==> config.mk <==
export PLATFORM = sky130hd
export DESIGN_NAME = multimode_motor_timer
export DESIGN_NICKNAME = d
export VERILOG_FILES = /design/src/logic/motor_timer_pkg.sv /design/src/logic/clock_prescaler.sv /design/src/logic/input_edge_filter.sv /design/src/logic/multimode_motor_timer.sv
export SDC_FILE = /design/constraint.sdc
export NUM_CORES = 1
export LEC_CHECK = 0
export ABC_AREA = 1
export BUFFER_PORTS_ARGS = -buffer_cell sky130_fd_sc_hd__buf_2
export CORE_MARGIN = 2
export CORE_UTILIZATION = 50
export CTS_BUF_LIST = sky130_fd_sc_hd__clkbuf_8
export DETAILED_ROUTE_END_ITERATION = 8
export PLACE_DENSITY = 0.66
export SLEW_MARGIN = 20
export SYNTH_ARGS = -nofsm -noshare
export SYNTH_HDL_FRONTEND = slang
export SYNTH_HIERARCHICAL = 1
export SYNTH_SLANG_ARGS = --single-unit
==> constraint.sdc <==
create_clock -name ref_clk -period 5.2 [get_ports ref_clk]
set_input_delay 0.26 -clock ref_clk [delete_from_list [all_inputs] [get_ports ref_clk]]
set_output_delay 0.26 -clock ref_clk [all_outputs]
set_load 0.1 [all_outputs]
==> src/logic/motor_timer_pkg.sv <==
package motor_timer_pkg;

  // Register byte addresses
  localparam logic [7:0] ADDR_CONFIG = 8'ha1;
  localparam logic [7:0] ADDR_CTRL_FLAGS = 8'ha9;
  localparam logic [7:0] ADDR_COUNTER_LO = 8'haa;
  localparam logic [7:0] ADDR_COUNTER_HI = 8'hab;
  localparam logic [7:0] ADDR_CMPCAP_LO = 8'hac;
  localparam logic [7:0] ADDR_CMPCAP_HI = 8'had;
  localparam logic [7:0] ADDR_RELOAD_LO = 8'hae;
  localparam logic [7:0] ADDR_RELOAD_HI = 8'haf;
  localparam logic [7:0] ADDR_STEP_FILT = 8'hf9;

  // Reset values
  localparam logic [7:0] CONFIG_RESET = 8'h00;
  localparam logic [15:0] WORD_RESET = 16'h0000;

  // Config field positions
  localparam int PSC_MSB = 7;
  localparam int PSC_LSB = 5;
  localparam int POL_BIT = 4;
  localparam int IRE_BIT = 3;
  localparam int CES_BIT = 2;
  localparam int MODE_MSB = 1;

  // Control/flag field positions
  localparam int IR_BIT = 7;
  localparam int IP_BIT = 6;
  localparam int IF_BIT = 5;
  localparam int IPE_BIT = 4;
  localparam int IFE_BIT = 3;
  localparam int FE_BIT = 2;
  localparam int DIR_BIT = 1;
  localparam int EN_BIT = 0;

  // Stepper input select position
  localparam int SS_BIT = 7;

  // Counts
  localparam logic [15:0] TIMER_MAX = 16'hffff;
  localparam int FILTER_CYCLES = 4;
  localparam int PSC_DIV_BITS = 7;

  typedef enum logic [1:0]
  {
    MODE_CAPTURE = 2'b00,
    MODE_OUTPUT = 2'b01,
    MODE_COUNT = 2'b10,
    MODE_DECODE = 2'b11
  } mode_e;

endpackage : motor_timer_pkg

==> src/logic/clock_prescaler.sv <==
`timescale 1ns/1ns
module clock_prescaler
  import motor_timer_pkg::*;
#(
  parameter int DIV_BITS = PSC_DIV_BITS
)
(
  input wire logic ref_clk,
  input wire logic rst,
  input wire logic run,
  input wire logic [2:0] psc_code,
  output logic tick
);

  logic [DIV_BITS-1:0] div_q;
  logic [DIV_BITS-1:0] div_d;
  logic [DIV_BITS:0] full_mask;
  logic [DIV_BITS-1:0] mask;

  // Mask of low bits that must all be one, 2^code cycles per tick
  assign full_mask = ({{DIV_BITS{1'b0}}, 1'b1} << psc_code) - 1'b1;
  assign mask = full_mask[DIV_BITS-1:0];
  assign tick = run && ((div_q & mask) == mask);
  assign div_d = run ? div_q + 1'b1 : '0;

  // Free divider, held at zero while stopped
  always_ff @(posedge ref_clk)
  begin
    if (rst)
      div_q <= '0;
    else
      div_q <= div_d;
  end

endmodule : clock_prescaler

==> src/logic/input_edge_filter.sv <==
`timescale 1ns/1ns
module input_edge_filter
  import motor_timer_pkg::*;
#(
  parameter int FILT_CYCLES = FILTER_CYCLES
)
(
  input wire logic ref_clk,
  input wire logic rst,
  input wire logic filt_en,
  input wire logic pin,
  output logic level,
  output logic rise,
  output logic fall
);

  logic [2:0] sync_q;
  logic lvl_q;
  logic lvl_d;
  logic [2:0] cnt_q;
  logic [2:0] cnt_d;
  logic rise_q;
  logic fall_q;
  logic differ;
  logic filt_done;

  // Settled when the second and third stages agree
  assign differ = (sync_q[1] == sync_q[2]) && (sync_q[2] != lvl_q);
  assign filt_done = cnt_q == 3'(FILT_CYCLES - 2);

  // Short pulses are dropped while the filter is on
  always_comb
  begin
    lvl_d = lvl_q;
    cnt_d = 3'h0;
    if (differ && !filt_en)
      lvl_d = sync_q[2];
    else if (differ && filt_done)
      lvl_d = sync_q[2];
    else if (differ)
      cnt_d = cnt_q + 3'h1;
  end

  // Sync chain, level and edge pulses
  always_ff @(posedge ref_clk)
  begin
    if (rst)
    begin
      sync_q <= 3'h0;
      lvl_q <= 1'b0;
      cnt_q <= 3'h0;
      rise_q <= 1'b0;
      fall_q <= 1'b0;
    end
    else
    begin
      sync_q <= {sync_q[1:0], pin};
      lvl_q <= lvl_d;
      cnt_q <= cnt_d;
      rise_q <= lvl_d && !lvl_q;
      fall_q <= !lvl_d && lvl_q;
    end
  end

  assign level = lvl_q;
  assign rise = rise_q;
  assign fall = fall_q;

endmodule : input_edge_filter

==> src/logic/multimode_motor_timer.sv <==
`timescale 1ns/1ns
// Behaviour
// - Three-bit prescaler divides the clock by 1 up to 128.
// - Two-bit mode: capture, output/PWM, pulse counting, decoder.
// - Output low while counter <= compare, high above; polarity inverts.
// - In decoder mode polarity bit picks quadrature (0) or stepper (1).
// - Capture select 0: rising period, high width; 1: falling, low width.
// - Counting and stepper: edge-select 0 counts falling, 1 rising edges.
// - Quadrature: edge-select 1 lets the zero marker clear the position.
// - On that zero marker the position is copied to the data register.
// - First enable gates match, pulse-width or direction-change flag.
// - Output mode sets the match flag on counter equal compare.
// - Capture sets width flag on width and cycle flag on period.
// - Cycle flag on count match in counting, on active edge in decoder.
// - Output mode: counter equal reload sets overflow and clears counter.
// - Capture and counting: base timer at 0xffff sets overflow, clears.
// - Decoder modes: base timer at 0xffff sets overflow, clears itself.
// - Cycle and overflow enables gate their flags.
// - Filter enable rejects input pulses narrower than four clocks.
// - Read-only direction bit: 0 forward, 1 backward.
// - Timer counts only while enable is one.
// - Stepper select: direction plus pulse, or forward and reverse pulses.
// - Counter register shows base timer, or position in decoder mode.
// - Reload register loaded with period, match time or edge time.
// - Capture loads the data register with the measured width.
// - Position counts up forward and down reverse on active edges.
module multimode_motor_timer
  import motor_timer_pkg::*;
(
  input wire logic ref_clk,
  input wire logic rst,
  input wire logic [7:0] addr,
  input wire logic [7:0] wdata,
  input wire logic wr_stb,
  input wire logic rd_stb,
  output logic [7:0] rdata,
  input wire logic step_pulse_pin,
  input wire logic direction_pin,
  input wire logic zero_marker_interrupt,
  output logic pwm_out
);

  ////////////////////////////////////////////////////////////////////////////
  // Register state

  logic [7:0] cfg_q;
  logic match_width_dirchange_flag_q;
  logic cycle_edge_flag_q;
  logic overflow_flag_q;
  logic cycle_irq_enable_q;
  logic overflow_irq_enable_q;
  logic noise_filter_enable_q;
  logic rotation_direction_q;
  logic timer_enable_q;
  logic stepper_input_select_q;
  logic [15:0] base_q;
  logic [15:0] base_d;
  logic [15:0] pos_q;
  logic [15:0] pos_d;
  logic [15:0] dr_q;
  logic [15:0] dr_d;
  logic [15:0] dr_pre_q;
  logic dr_hi_pending_q;
  logic [15:0] arr_q;
  logic [15:0] arr_d;
  logic [15:0] pulse_tally_q;
  logic [15:0] pulse_tally_d;
  logic armed_q;
  logic armed_d;
  logic dir_d;
  logic [7:0] rdata_q;
  logic [7:0] rdata_d;
  logic pwm_q;
  logic pwm_d;

  ////////////////////////////////////////////////////////////////////////////
  // Field decode

  mode_e mode;
  logic polarity;
  logic edge_sel;
  logic quad_sel;
  logic step_sel;
  assign mode = mode_e'(cfg_q[MODE_MSB:0]);
  assign polarity = cfg_q[POL_BIT];
  assign edge_sel = cfg_q[CES_BIT];
  assign quad_sel = (mode == MODE_DECODE) && !polarity;
  assign step_sel = (mode == MODE_DECODE) && polarity;

  // Bus write decode
  logic wr_cfg;
  logic wr_ctrl;
  logic wr_cnt_lo;
  logic wr_cnt_hi;
  logic wr_dr_lo;
  logic wr_dr_hi;
  logic wr_arr_lo;
  logic wr_arr_hi;
  logic wr_ss;
  assign wr_cfg = wr_stb && (addr == ADDR_CONFIG);
  assign wr_ctrl = wr_stb && (addr == ADDR_CTRL_FLAGS);
  assign wr_cnt_lo = wr_stb && (addr == ADDR_COUNTER_LO);
  assign wr_cnt_hi = wr_stb && (addr == ADDR_COUNTER_HI);
  assign wr_dr_lo = wr_stb && (addr == ADDR_CMPCAP_LO);
  assign wr_dr_hi = wr_stb && (addr == ADDR_CMPCAP_HI);
  assign wr_arr_lo = wr_stb && (addr == ADDR_RELOAD_LO);
  assign wr_arr_hi = wr_stb && (addr == ADDR_RELOAD_HI);
  assign wr_ss = wr_stb && (addr == ADDR_STEP_FILT);

  ////////////////////////////////////////////////////////////////////////////
  // Prescaler and input conditioning

  logic tick;
  clock_prescaler u_prescaler (
    .ref_clk(ref_clk),
    .rst(rst),
    .run(timer_enable_q),
    .psc_code(cfg_q[PSC_MSB:PSC_LSB]),
    .tick(tick)
  );

  // Channel 0 pulse / A, 1 direction / B, 2 zero marker
  logic [2:0] in_pins;
  logic [2:0] in_lvl;
  logic [2:0] in_rise;
  logic [2:0] in_fall;
  assign in_pins = {zero_marker_interrupt, direction_pin, step_pulse_pin};

  genvar gi;
  generate
    for (gi = 0; gi < 3; gi++)
    begin : g_in
      input_edge_filter u_filt (
        .ref_clk(ref_clk),
        .rst(rst),
        .filt_en(noise_filter_enable_q),
        .pin(in_pins[gi]),
        .level(in_lvl[gi]),
        .rise(in_rise[gi]),
        .fall(in_fall[gi])
      );
    end
  endgenerate

  ////////////////////////////////////////////////////////////////////////////
  // Edge events per mode

  logic run;
  logic a_act;
  logic cap_start;
  logic cap_width;
  logic quad_edge;
  logic quad_fwd;
  logic step_edge;
  logic step_back;
  logic dec_edge;
  logic dec_back;
  logic zero_clear;
  logic tally_hit;
  logic [15:0] tally_inc;
  logic base_top;
  logic arr_hit;
  assign run = timer_enable_q;
  // Active edge of the pulse input chosen by edge select
  assign a_act = edge_sel ? in_rise[0] : in_fall[0];
  // Period edge and width-end edge in capture mode
  assign cap_start = edge_sel ? in_fall[0] : in_rise[0];
  assign cap_width = edge_sel ? in_rise[0] : in_fall[0];
  // Four-edge quadrature decode
  assign quad_edge = in_rise[0] | in_fall[0] | in_rise[1] | in_fall[1];
  assign quad_fwd = (in_rise[0] && !in_lvl[1]) || (in_fall[0] && in_lvl[1])
    || (in_rise[1] && in_lvl[0]) || (in_fall[1] && !in_lvl[0]);
  // Stepper: direction plus pulse, or forward and reverse pulse pins
  assign step_edge = stepper_input_select_q
    ? (a_act || (edge_sel ? in_rise[1] : in_fall[1])) : a_act;
  assign step_back = stepper_input_select_q ? !a_act : in_lvl[1];
  assign dec_edge = run && (quad_sel ? quad_edge : step_edge);
  assign dec_back = quad_sel ? !quad_fwd : step_back;
  assign zero_clear = run && quad_sel && edge_sel && in_rise[2];
  assign tally_inc = pulse_tally_q + 16'h0001;
  assign tally_hit = run && a_act && (tally_inc == dr_q);
  assign base_top = base_q == TIMER_MAX;
  assign arr_hit = base_q == arr_q;

  ////////////////////////////////////////////////////////////////////////////
  // Timer, capture and decoder datapath

  logic ev_ir;
  logic ev_ip;
  logic ev_if;
  always_comb
  begin
    base_d = base_q;
    pos_d = pos_q;
    arr_d = arr_q;
    dr_d = dr_q;
    pulse_tally_d = pulse_tally_q;
    armed_d = armed_q;
    dir_d = rotation_direction_q;
    ev_ir = 1'b0;
    ev_ip = 1'b0;
    ev_if = 1'b0;
    case (mode)
      MODE_OUTPUT:
      begin
        if (tick && arr_hit)
        begin
          ev_if = 1'b1;
          base_d = WORD_RESET;
        end
        else if (tick)
          base_d = base_q + 16'h0001;
        ev_ir = tick && (base_q == dr_q);
      end
      MODE_CAPTURE:
      begin
        if (tick && base_top)
        begin
          ev_if = 1'b1;
          base_d = WORD_RESET;
        end
        else if (tick)
          base_d = base_q + 16'h0001;
        if (run && cap_width && armed_q)
        begin
          dr_d = base_q;
          ev_ir = 1'b1;
        end
        if (run && cap_start)
        begin
          if (armed_q)
          begin
            arr_d = base_q;
            ev_ip = 1'b1;
          end
          armed_d = 1'b1;
          base_d = WORD_RESET;
        end
      end
      MODE_COUNT:
      begin
        if (tick && base_top)
        begin
          ev_if = 1'b1;
          base_d = WORD_RESET;
        end
        else if (tick)
          base_d = base_q + 16'h0001;
        if (run && a_act)
          pulse_tally_d = tally_inc;
        if (run && a_act && !armed_q)
        begin
          armed_d = 1'b1;
          base_d = WORD_RESET;
        end
        if (tally_hit)
        begin
          arr_d = base_q;
          ev_ip = 1'b1;
          base_d = WORD_RESET;
          pulse_tally_d = WORD_RESET;
        end
      end
      default:
      begin
        if (tick && base_top)
        begin
          ev_if = 1'b1;
          base_d = WORD_RESET;
        end
        else if (tick)
          base_d = base_q + 16'h0001;
        if (dec_edge)
        begin
          pos_d = dec_back ? pos_q - 16'h0001 : pos_q + 16'h0001;
          arr_d = base_q;
          base_d = WORD_RESET;
          ev_ip = 1'b1;
          dir_d = dec_back;
          ev_ir = dec_back != rotation_direction_q;
        end
        if (zero_clear)
        begin
          dr_d = pos_q;
          pos_d = WORD_RESET;
        end
      end
    endcase
    // Software writes to the counter word
    if (wr_cnt_lo && (mode == MODE_DECODE))
      pos_d = {pos_q[15:8], wdata};
    if (wr_cnt_hi && (mode == MODE_DECODE))
      pos_d = {wdata, pos_q[7:0]};
    if (wr_cnt_lo && (mode != MODE_DECODE))
      base_d = {base_q[15:8], wdata};
    if (wr_cnt_hi && (mode != MODE_DECODE))
      base_d = {wdata, base_q[7:0]};
    if (wr_arr_lo)
      arr_d = {arr_q[15:8], wdata};
    if (wr_arr_hi)
      arr_d = {wdata, arr_q[7:0]};
    // Counting mode uses the preload copy, others take writes at once
    if ((mode != MODE_COUNT) && wr_dr_lo)
      dr_d = {dr_q[15:8], wdata};
    if ((mode != MODE_COUNT) && wr_dr_hi)
      dr_d = {wdata, dr_q[7:0]};
    if ((mode == MODE_COUNT) && !dr_hi_pending_q
        && (ev_ip || ev_if || !run))
      dr_d = dr_pre_q;
    if (!run)
      armed_d = 1'b0;
  end

  ////////////////////////////////////////////////////////////////////////////
  // Flag set and clear, set wins over a clearing write

  logic set_ir;
  logic set_ip;
  logic set_if;
  logic clr_ir;
  logic clr_ip;
  logic clr_if;
  assign set_ir = ev_ir && cfg_q[IRE_BIT];
  assign set_ip = ev_ip && cycle_irq_enable_q;
  assign set_if = ev_if && overflow_irq_enable_q;
  assign clr_ir = wr_ctrl && !wdata[IR_BIT];
  assign clr_ip = wr_ctrl && !wdata[IP_BIT];
  assign clr_if = wr_ctrl && !wdata[IF_BIT];

  ////////////////////////////////////////////////////////////////////////////
  // PWM level and read mux

  logic [15:0] cnt_view;
  assign cnt_view = (mode == MODE_DECODE) ? pos_q : base_q;
  assign pwm_d = (mode == MODE_OUTPUT)
    ? ((base_q <= dr_q) ? polarity : !polarity) : 1'b0;

  always_comb
  begin
    rdata_d = 8'h00;
    if (rd_stb)
    begin
      case (addr)
        ADDR_CONFIG: rdata_d = cfg_q;
        ADDR_CTRL_FLAGS: rdata_d = {match_width_dirchange_flag_q,
          cycle_edge_flag_q, overflow_flag_q, cycle_irq_enable_q,
          overflow_irq_enable_q, noise_filter_enable_q,
          rotation_direction_q, timer_enable_q};
        ADDR_COUNTER_LO: rdata_d = cnt_view[7:0];
        ADDR_COUNTER_HI: rdata_d = cnt_view[15:8];
        ADDR_CMPCAP_LO: rdata_d = dr_q[7:0];
        ADDR_CMPCAP_HI: rdata_d = dr_q[15:8];
        ADDR_RELOAD_LO: rdata_d = arr_q[7:0];
        ADDR_RELOAD_HI: rdata_d = arr_q[15:8];
        ADDR_STEP_FILT: rdata_d = {stepper_input_select_q, 7'h00};
        default: rdata_d = 8'h00;
      endcase
    end
  end

  ////////////////////////////////////////////////////////////////////////////
  // Control registers

  always_ff @(posedge ref_clk)
  begin
    if (rst)
    begin
      cfg_q <= CONFIG_RESET;
      cycle_irq_enable_q <= 1'b0;
      overflow_irq_enable_q <= 1'b0;
      noise_filter_enable_q <= 1'b0;
      timer_enable_q <= 1'b0;
      stepper_input_select_q <= 1'b0;
    end
    else
    begin
      if (wr_cfg)
        cfg_q <= wdata;
      if (wr_ctrl)
      begin
        cycle_irq_enable_q <= wdata[IPE_BIT];
        overflow_irq_enable_q <= wdata[IFE_BIT];
        noise_filter_enable_q <= wdata[FE_BIT];
        timer_enable_q <= wdata[EN_BIT];
      end
      if (wr_ss)
        stepper_input_select_q <= wdata[SS_BIT];
    end
  end

  // Flags, preload and status
  always_ff @(posedge ref_clk)
  begin
    if (rst)
    begin
      match_width_dirchange_flag_q <= 1'b0;
      cycle_edge_flag_q <= 1'b0;
      overflow_flag_q <= 1'b0;
      rotation_direction_q <= 1'b0;
      dr_pre_q <= WORD_RESET;
      dr_hi_pending_q <= 1'b0;
    end
    else
    begin
      match_width_dirchange_flag_q <= set_ir ||
        (match_width_dirchange_flag_q && !clr_ir);
      cycle_edge_flag_q <= set_ip || (cycle_edge_flag_q && !clr_ip);
      overflow_flag_q <= set_if || (overflow_flag_q && !clr_if);
      rotation_direction_q <= dir_d;
      if (wr_dr_hi)
      begin
        dr_pre_q[15:8] <= wdata;
        dr_hi_pending_q <= 1'b1;
      end
      if (wr_dr_lo)
      begin
        dr_pre_q[7:0] <= wdata;
        dr_hi_pending_q <= 1'b0;
      end
    end
  end

  // Counters and data words
  always_ff @(posedge ref_clk)
  begin
    if (rst)
    begin
      base_q <= WORD_RESET;
      pos_q <= WORD_RESET;
      dr_q <= WORD_RESET;
      arr_q <= WORD_RESET;
      pulse_tally_q <= WORD_RESET;
      armed_q <= 1'b0;
      rdata_q <= 8'h00;
      pwm_q <= 1'b0;
    end
    else
    begin
      base_q <= base_d;
      pos_q <= pos_d;
      dr_q <= dr_d;
      arr_q <= arr_d;
      pulse_tally_q <= pulse_tally_d;
      armed_q <= armed_d;
      rdata_q <= rdata_d;
      pwm_q <= pwm_d;
    end
  end

  assign rdata = rdata_q;
  assign pwm_out = pwm_q;

endmodule : multimode_motor_timer

==> flow_metrics.py <==
metrics = {
    "timing": {
        "hold_viol": 0,
        "tightest_slew_ns": 1.027,
        "fin_skew_ns": 0.01825,
        "fin_setup_tns_ns": 0,
        "slew_headroom_pct": 31.54,
        "slew_viol_final": 0,
        "period_needed_ns": 3.913,
        "post-route-period-util_pct": 75.26,
        "rsz0062_at_grt": "false",
        "fmax_ghz": 0.2555,
        "setup_viol": 0,
    },
    "worst_setup_path": {
        "cp-start-kind": "flip-flop",
        "crit_chain": "ha_1 > inv_2 > nor2_1 > inv_1 > o21ai_0 > o21ai_1 > ha_1 > nor2_1 > o2bb2ai_1 > o21ai_0 > a21boi_0 > o21ai_0 > nand3_1 > nand3_1 > nand3_1 > a221oi_1",
        "setup.worst_path.end_class": "flip-flop",
        "cp_max_fo": 13,
        "cp_slowest_cell": "o21ai_1",
        "ff2ff_setup_slack_ns": 1.29,
        "slowest_delay_ns": 0.67,
        "critPathKind": "flip-flop to flip-flop",
        "reg2reg_depth": 16,
        "worstReg2RegStart": "cfg_q[0]",
        "cp.required_ns": 5.59,
        "worstReg2RegEnd": "pos_q[13]",
        "arrival_ns": 4.30,
    },
    "yosys": {
        "synthCells": 1566,
        "synth_nets": 1634,
        "syn_area_per_cell_um2": 6.527,
        "ys_warn_count": 6,
        "synthesis.area_mm2": 0.01022,
    },
    "die": {
        "dieHeight_um": 147.0,
        "dieArea_mm2": 0.02160,
        "rows": 52,
        "ios": 32,
        "start_util_pct": 50.68,
        "die_w_um": 147.0,
        "core_area_mm2": 0.02017,
    },
    "finish": {
        "insertedDiodeCount": 0,
        "drive_above_1_share_pct": 8.344,
        "multiInputGateArea_mm2": 0.006065,
        "regArea_mm2": 0.003143,
        "fill_cells": 2106,
        "syn2layout_area_growth_pct": 7.601,
        "num-nets-final": 1649,
    },
    "power_and_ir_drop": {
        "internal-power_uw": 1601,
        "power.switching_uw": 680.9,
        "total_power_uw": 2281,
        "peakVddDrop_mv": 0.1416,
        "power_frac_seq_pct": 53.2,
        "p_sw_share_pct": 29.85,
        "clock_power_share_pct": 40.7,
        "powerDensity_mw_per_mm2": 207.4,
        "leakage_uw": 0.004456,
        "combPwrFrac_pct": 6.1,
    },
    "place": {
        "gp_congestion": 1.110,
        "io_buffer_count": 31,
        "hpwlAfterDp_um": 28430,
    },
    "clock_tree": {
        "clock_path_buffers": 2,
        "root_buffer": "clkbuf_8",
        "htree_levels": 4,
        "cts_tree": "yes",
        "cts.sink_count": 157,
        "insertion_delay_ns": 0.48,
        "clk_pin_slew_ns": 0.09,
        "cts_buffers": 17,
    },
    "hold_path": {
        "hold_path_end": "stepper_input_select_q",
        "holdPathStages": 3,
        "hold_path.class": "input pin to flip-flop",
        "holdCritStartpoint": "wr_stb",
    },
    "grt": {
        "grt_use_total_pct": 34.73,
        "grt_pass1_wl_um": 57180,
        "grt_pass1_vias": 10066,
        "antenna_found_initial": 2,
        "grt-ovfl-total": 0,
        "grt_max_degree": 48,
    },
    "drt": {
        "vias": 10900,
        "routedWlPerCell_um": 20.07,
        "drc": 0,
        "first_pass_iters": 6,
        "drt_iter0_drc": 1259,
        "totalWireLength_um": 37420,
        "antenna_left": 0,
        "via_per_inst": 5.848,
    },
    "run": {
        "maxCapViolCount": 0,
    },
    "outcome": {
        "status": "completed",
    },
}
-- flip-flops by register name, indices dropped and copies added (netlist names), 7 cells and up --
name and flops:
pos_q 16, u_prescaler/div_q 7, dr_pre_q 16, dr_q 16
rdata 8, arr_q 16, pulse_tally_q 16, cfg_q 8
g_in.u_filt/cnt_q 9, base_q 16, g_in.u_filt/sync_q 9
-- timing repair --
| action | in CTS | in global routing |
|---|---|---|
| setup buffers | 0 | 0 |
| resized for setup | 0 | 0 |
| hold buffers | 3 | 0 |
| endpoints found under the hold margin | 3 | 0 |
-- layer usage --
layer  vias up  GRT usage, %  routed length [um]
li1       5262             -                   -
met1      4965         46.18               15610
met2       534         53.94               16100
met3       139         6.925                3685
met4         0         17.31                2022
met5         -             0                   0
-- power by group through the flow --
stage	clock, uW	sequential (uW)	combinational (uW)
after floorplan	0	1240	78.5
after global placement	0	1240	131
after detailed placement	0	1240	132
after CTS	939	1210	134
after global routing	981	1220	150
final	929	1210	138
-- critical path, delay by kind of cell, from the launching register on --
family | cells | cell delay [ns]
compound gates | 7 | 2.13
fa+ha+maj | 2 | 0.56
buf+inv | 2 | 0.29
flops | 1 | 0.35
simple gates | 5 | 0.50
-- how the worst max path moves through the flow --
stage                     slack, ns  depth (start not counted)         to     start
after detailed placement       1.36                         16  pos_q[13]  cfg_q[0]
after floorplan                1.70                         17  pos_q[13]  cfg_q[0]
final                          1.29                         16  pos_q[13]  cfg_q[0]
after global routing           0.84                         17  pos_q[13]  cfg_q[0]
after CTS                      1.35                         16  pos_q[13]  cfg_q[0]
after global placement         1.45                         16  pos_q[13]  cfg_q[0]
-- placed cells by master (no fill, tap or decap), types with 4 or more instances in the layout --
| master | n |
|---|---|
| o21ai_0 | 131 |
| a22oi_1 | 6 |
| a211oi_1 | 12 |
| inv_6 | 4 |
| xnor2_1 | 10 |
| buf_2 | 31 |
| nor3_1 | 17 |
| buf_4 | 10 |
| nand3_2 | 4 |
| o211ai_1 | 27 |
| o221ai_1 | 4 |
| nand2_4 | 7 |
| inv_1 | 200 |
| inv_8 | 5 |
| xor2_1 | 23 |
| clkbuf_8 | 17 |
| a21oi_1 | 146 |
| inv_2 | 14 |
| nor2_2 | 7 |
| nand4_1 | 23 |
| nand2_1 | 344 |
| a21oi_2 | 5 |
| a221oi_1 | 11 |
| nand3_1 | 95 |
| o21ai_1 | 6 |
| ha_1 | 44 |
| o22ai_1 | 24 |
| dfxtp_1 | 157 |
| nand2_2 | 9 |
| nor2_4 | 6 |
| a31oi_1 | 4 |
| o2111ai_1 | 5 |
| nor2_1 | 147 |
-- stage by stage --
stage / instances / cell area, um2 / util [%] / hold WS [ns] / setup slack (ns)
3_3_place_gp: 1829 / 10590 / 52.49 / 0.3977 / 1.451
4_1_cts: 1864 / 11000 / 54.53 / 0.1755 / 1.346
3_5_place_dp: 1829 / 10590 / 52.49 / 0.3955 / 1.364
5_1_grt: 1864 / 11000 / 54.53 / 0.2138 / 0.8448
2_1_floorplan: 1566 / 10220 / - / 0.3312 / 1.697
6_report: 1864 / 11000 / 54.53 / 0.2060 / 1.287
-- layout make-up --
type | instances | share of cell area, %
Multi-Input combinational cell | 1145 | 55.14
Clock buffer | 17 | 2.127
Timing Repair Buffer | 44 | 2.366
Sequential cell | 157 | 28.58
Tap cell | 270 | 3.072
Inverter | 216 | 7.372
Clock inverter | 15 | 1.342
(Power assumes the default switching activity.)
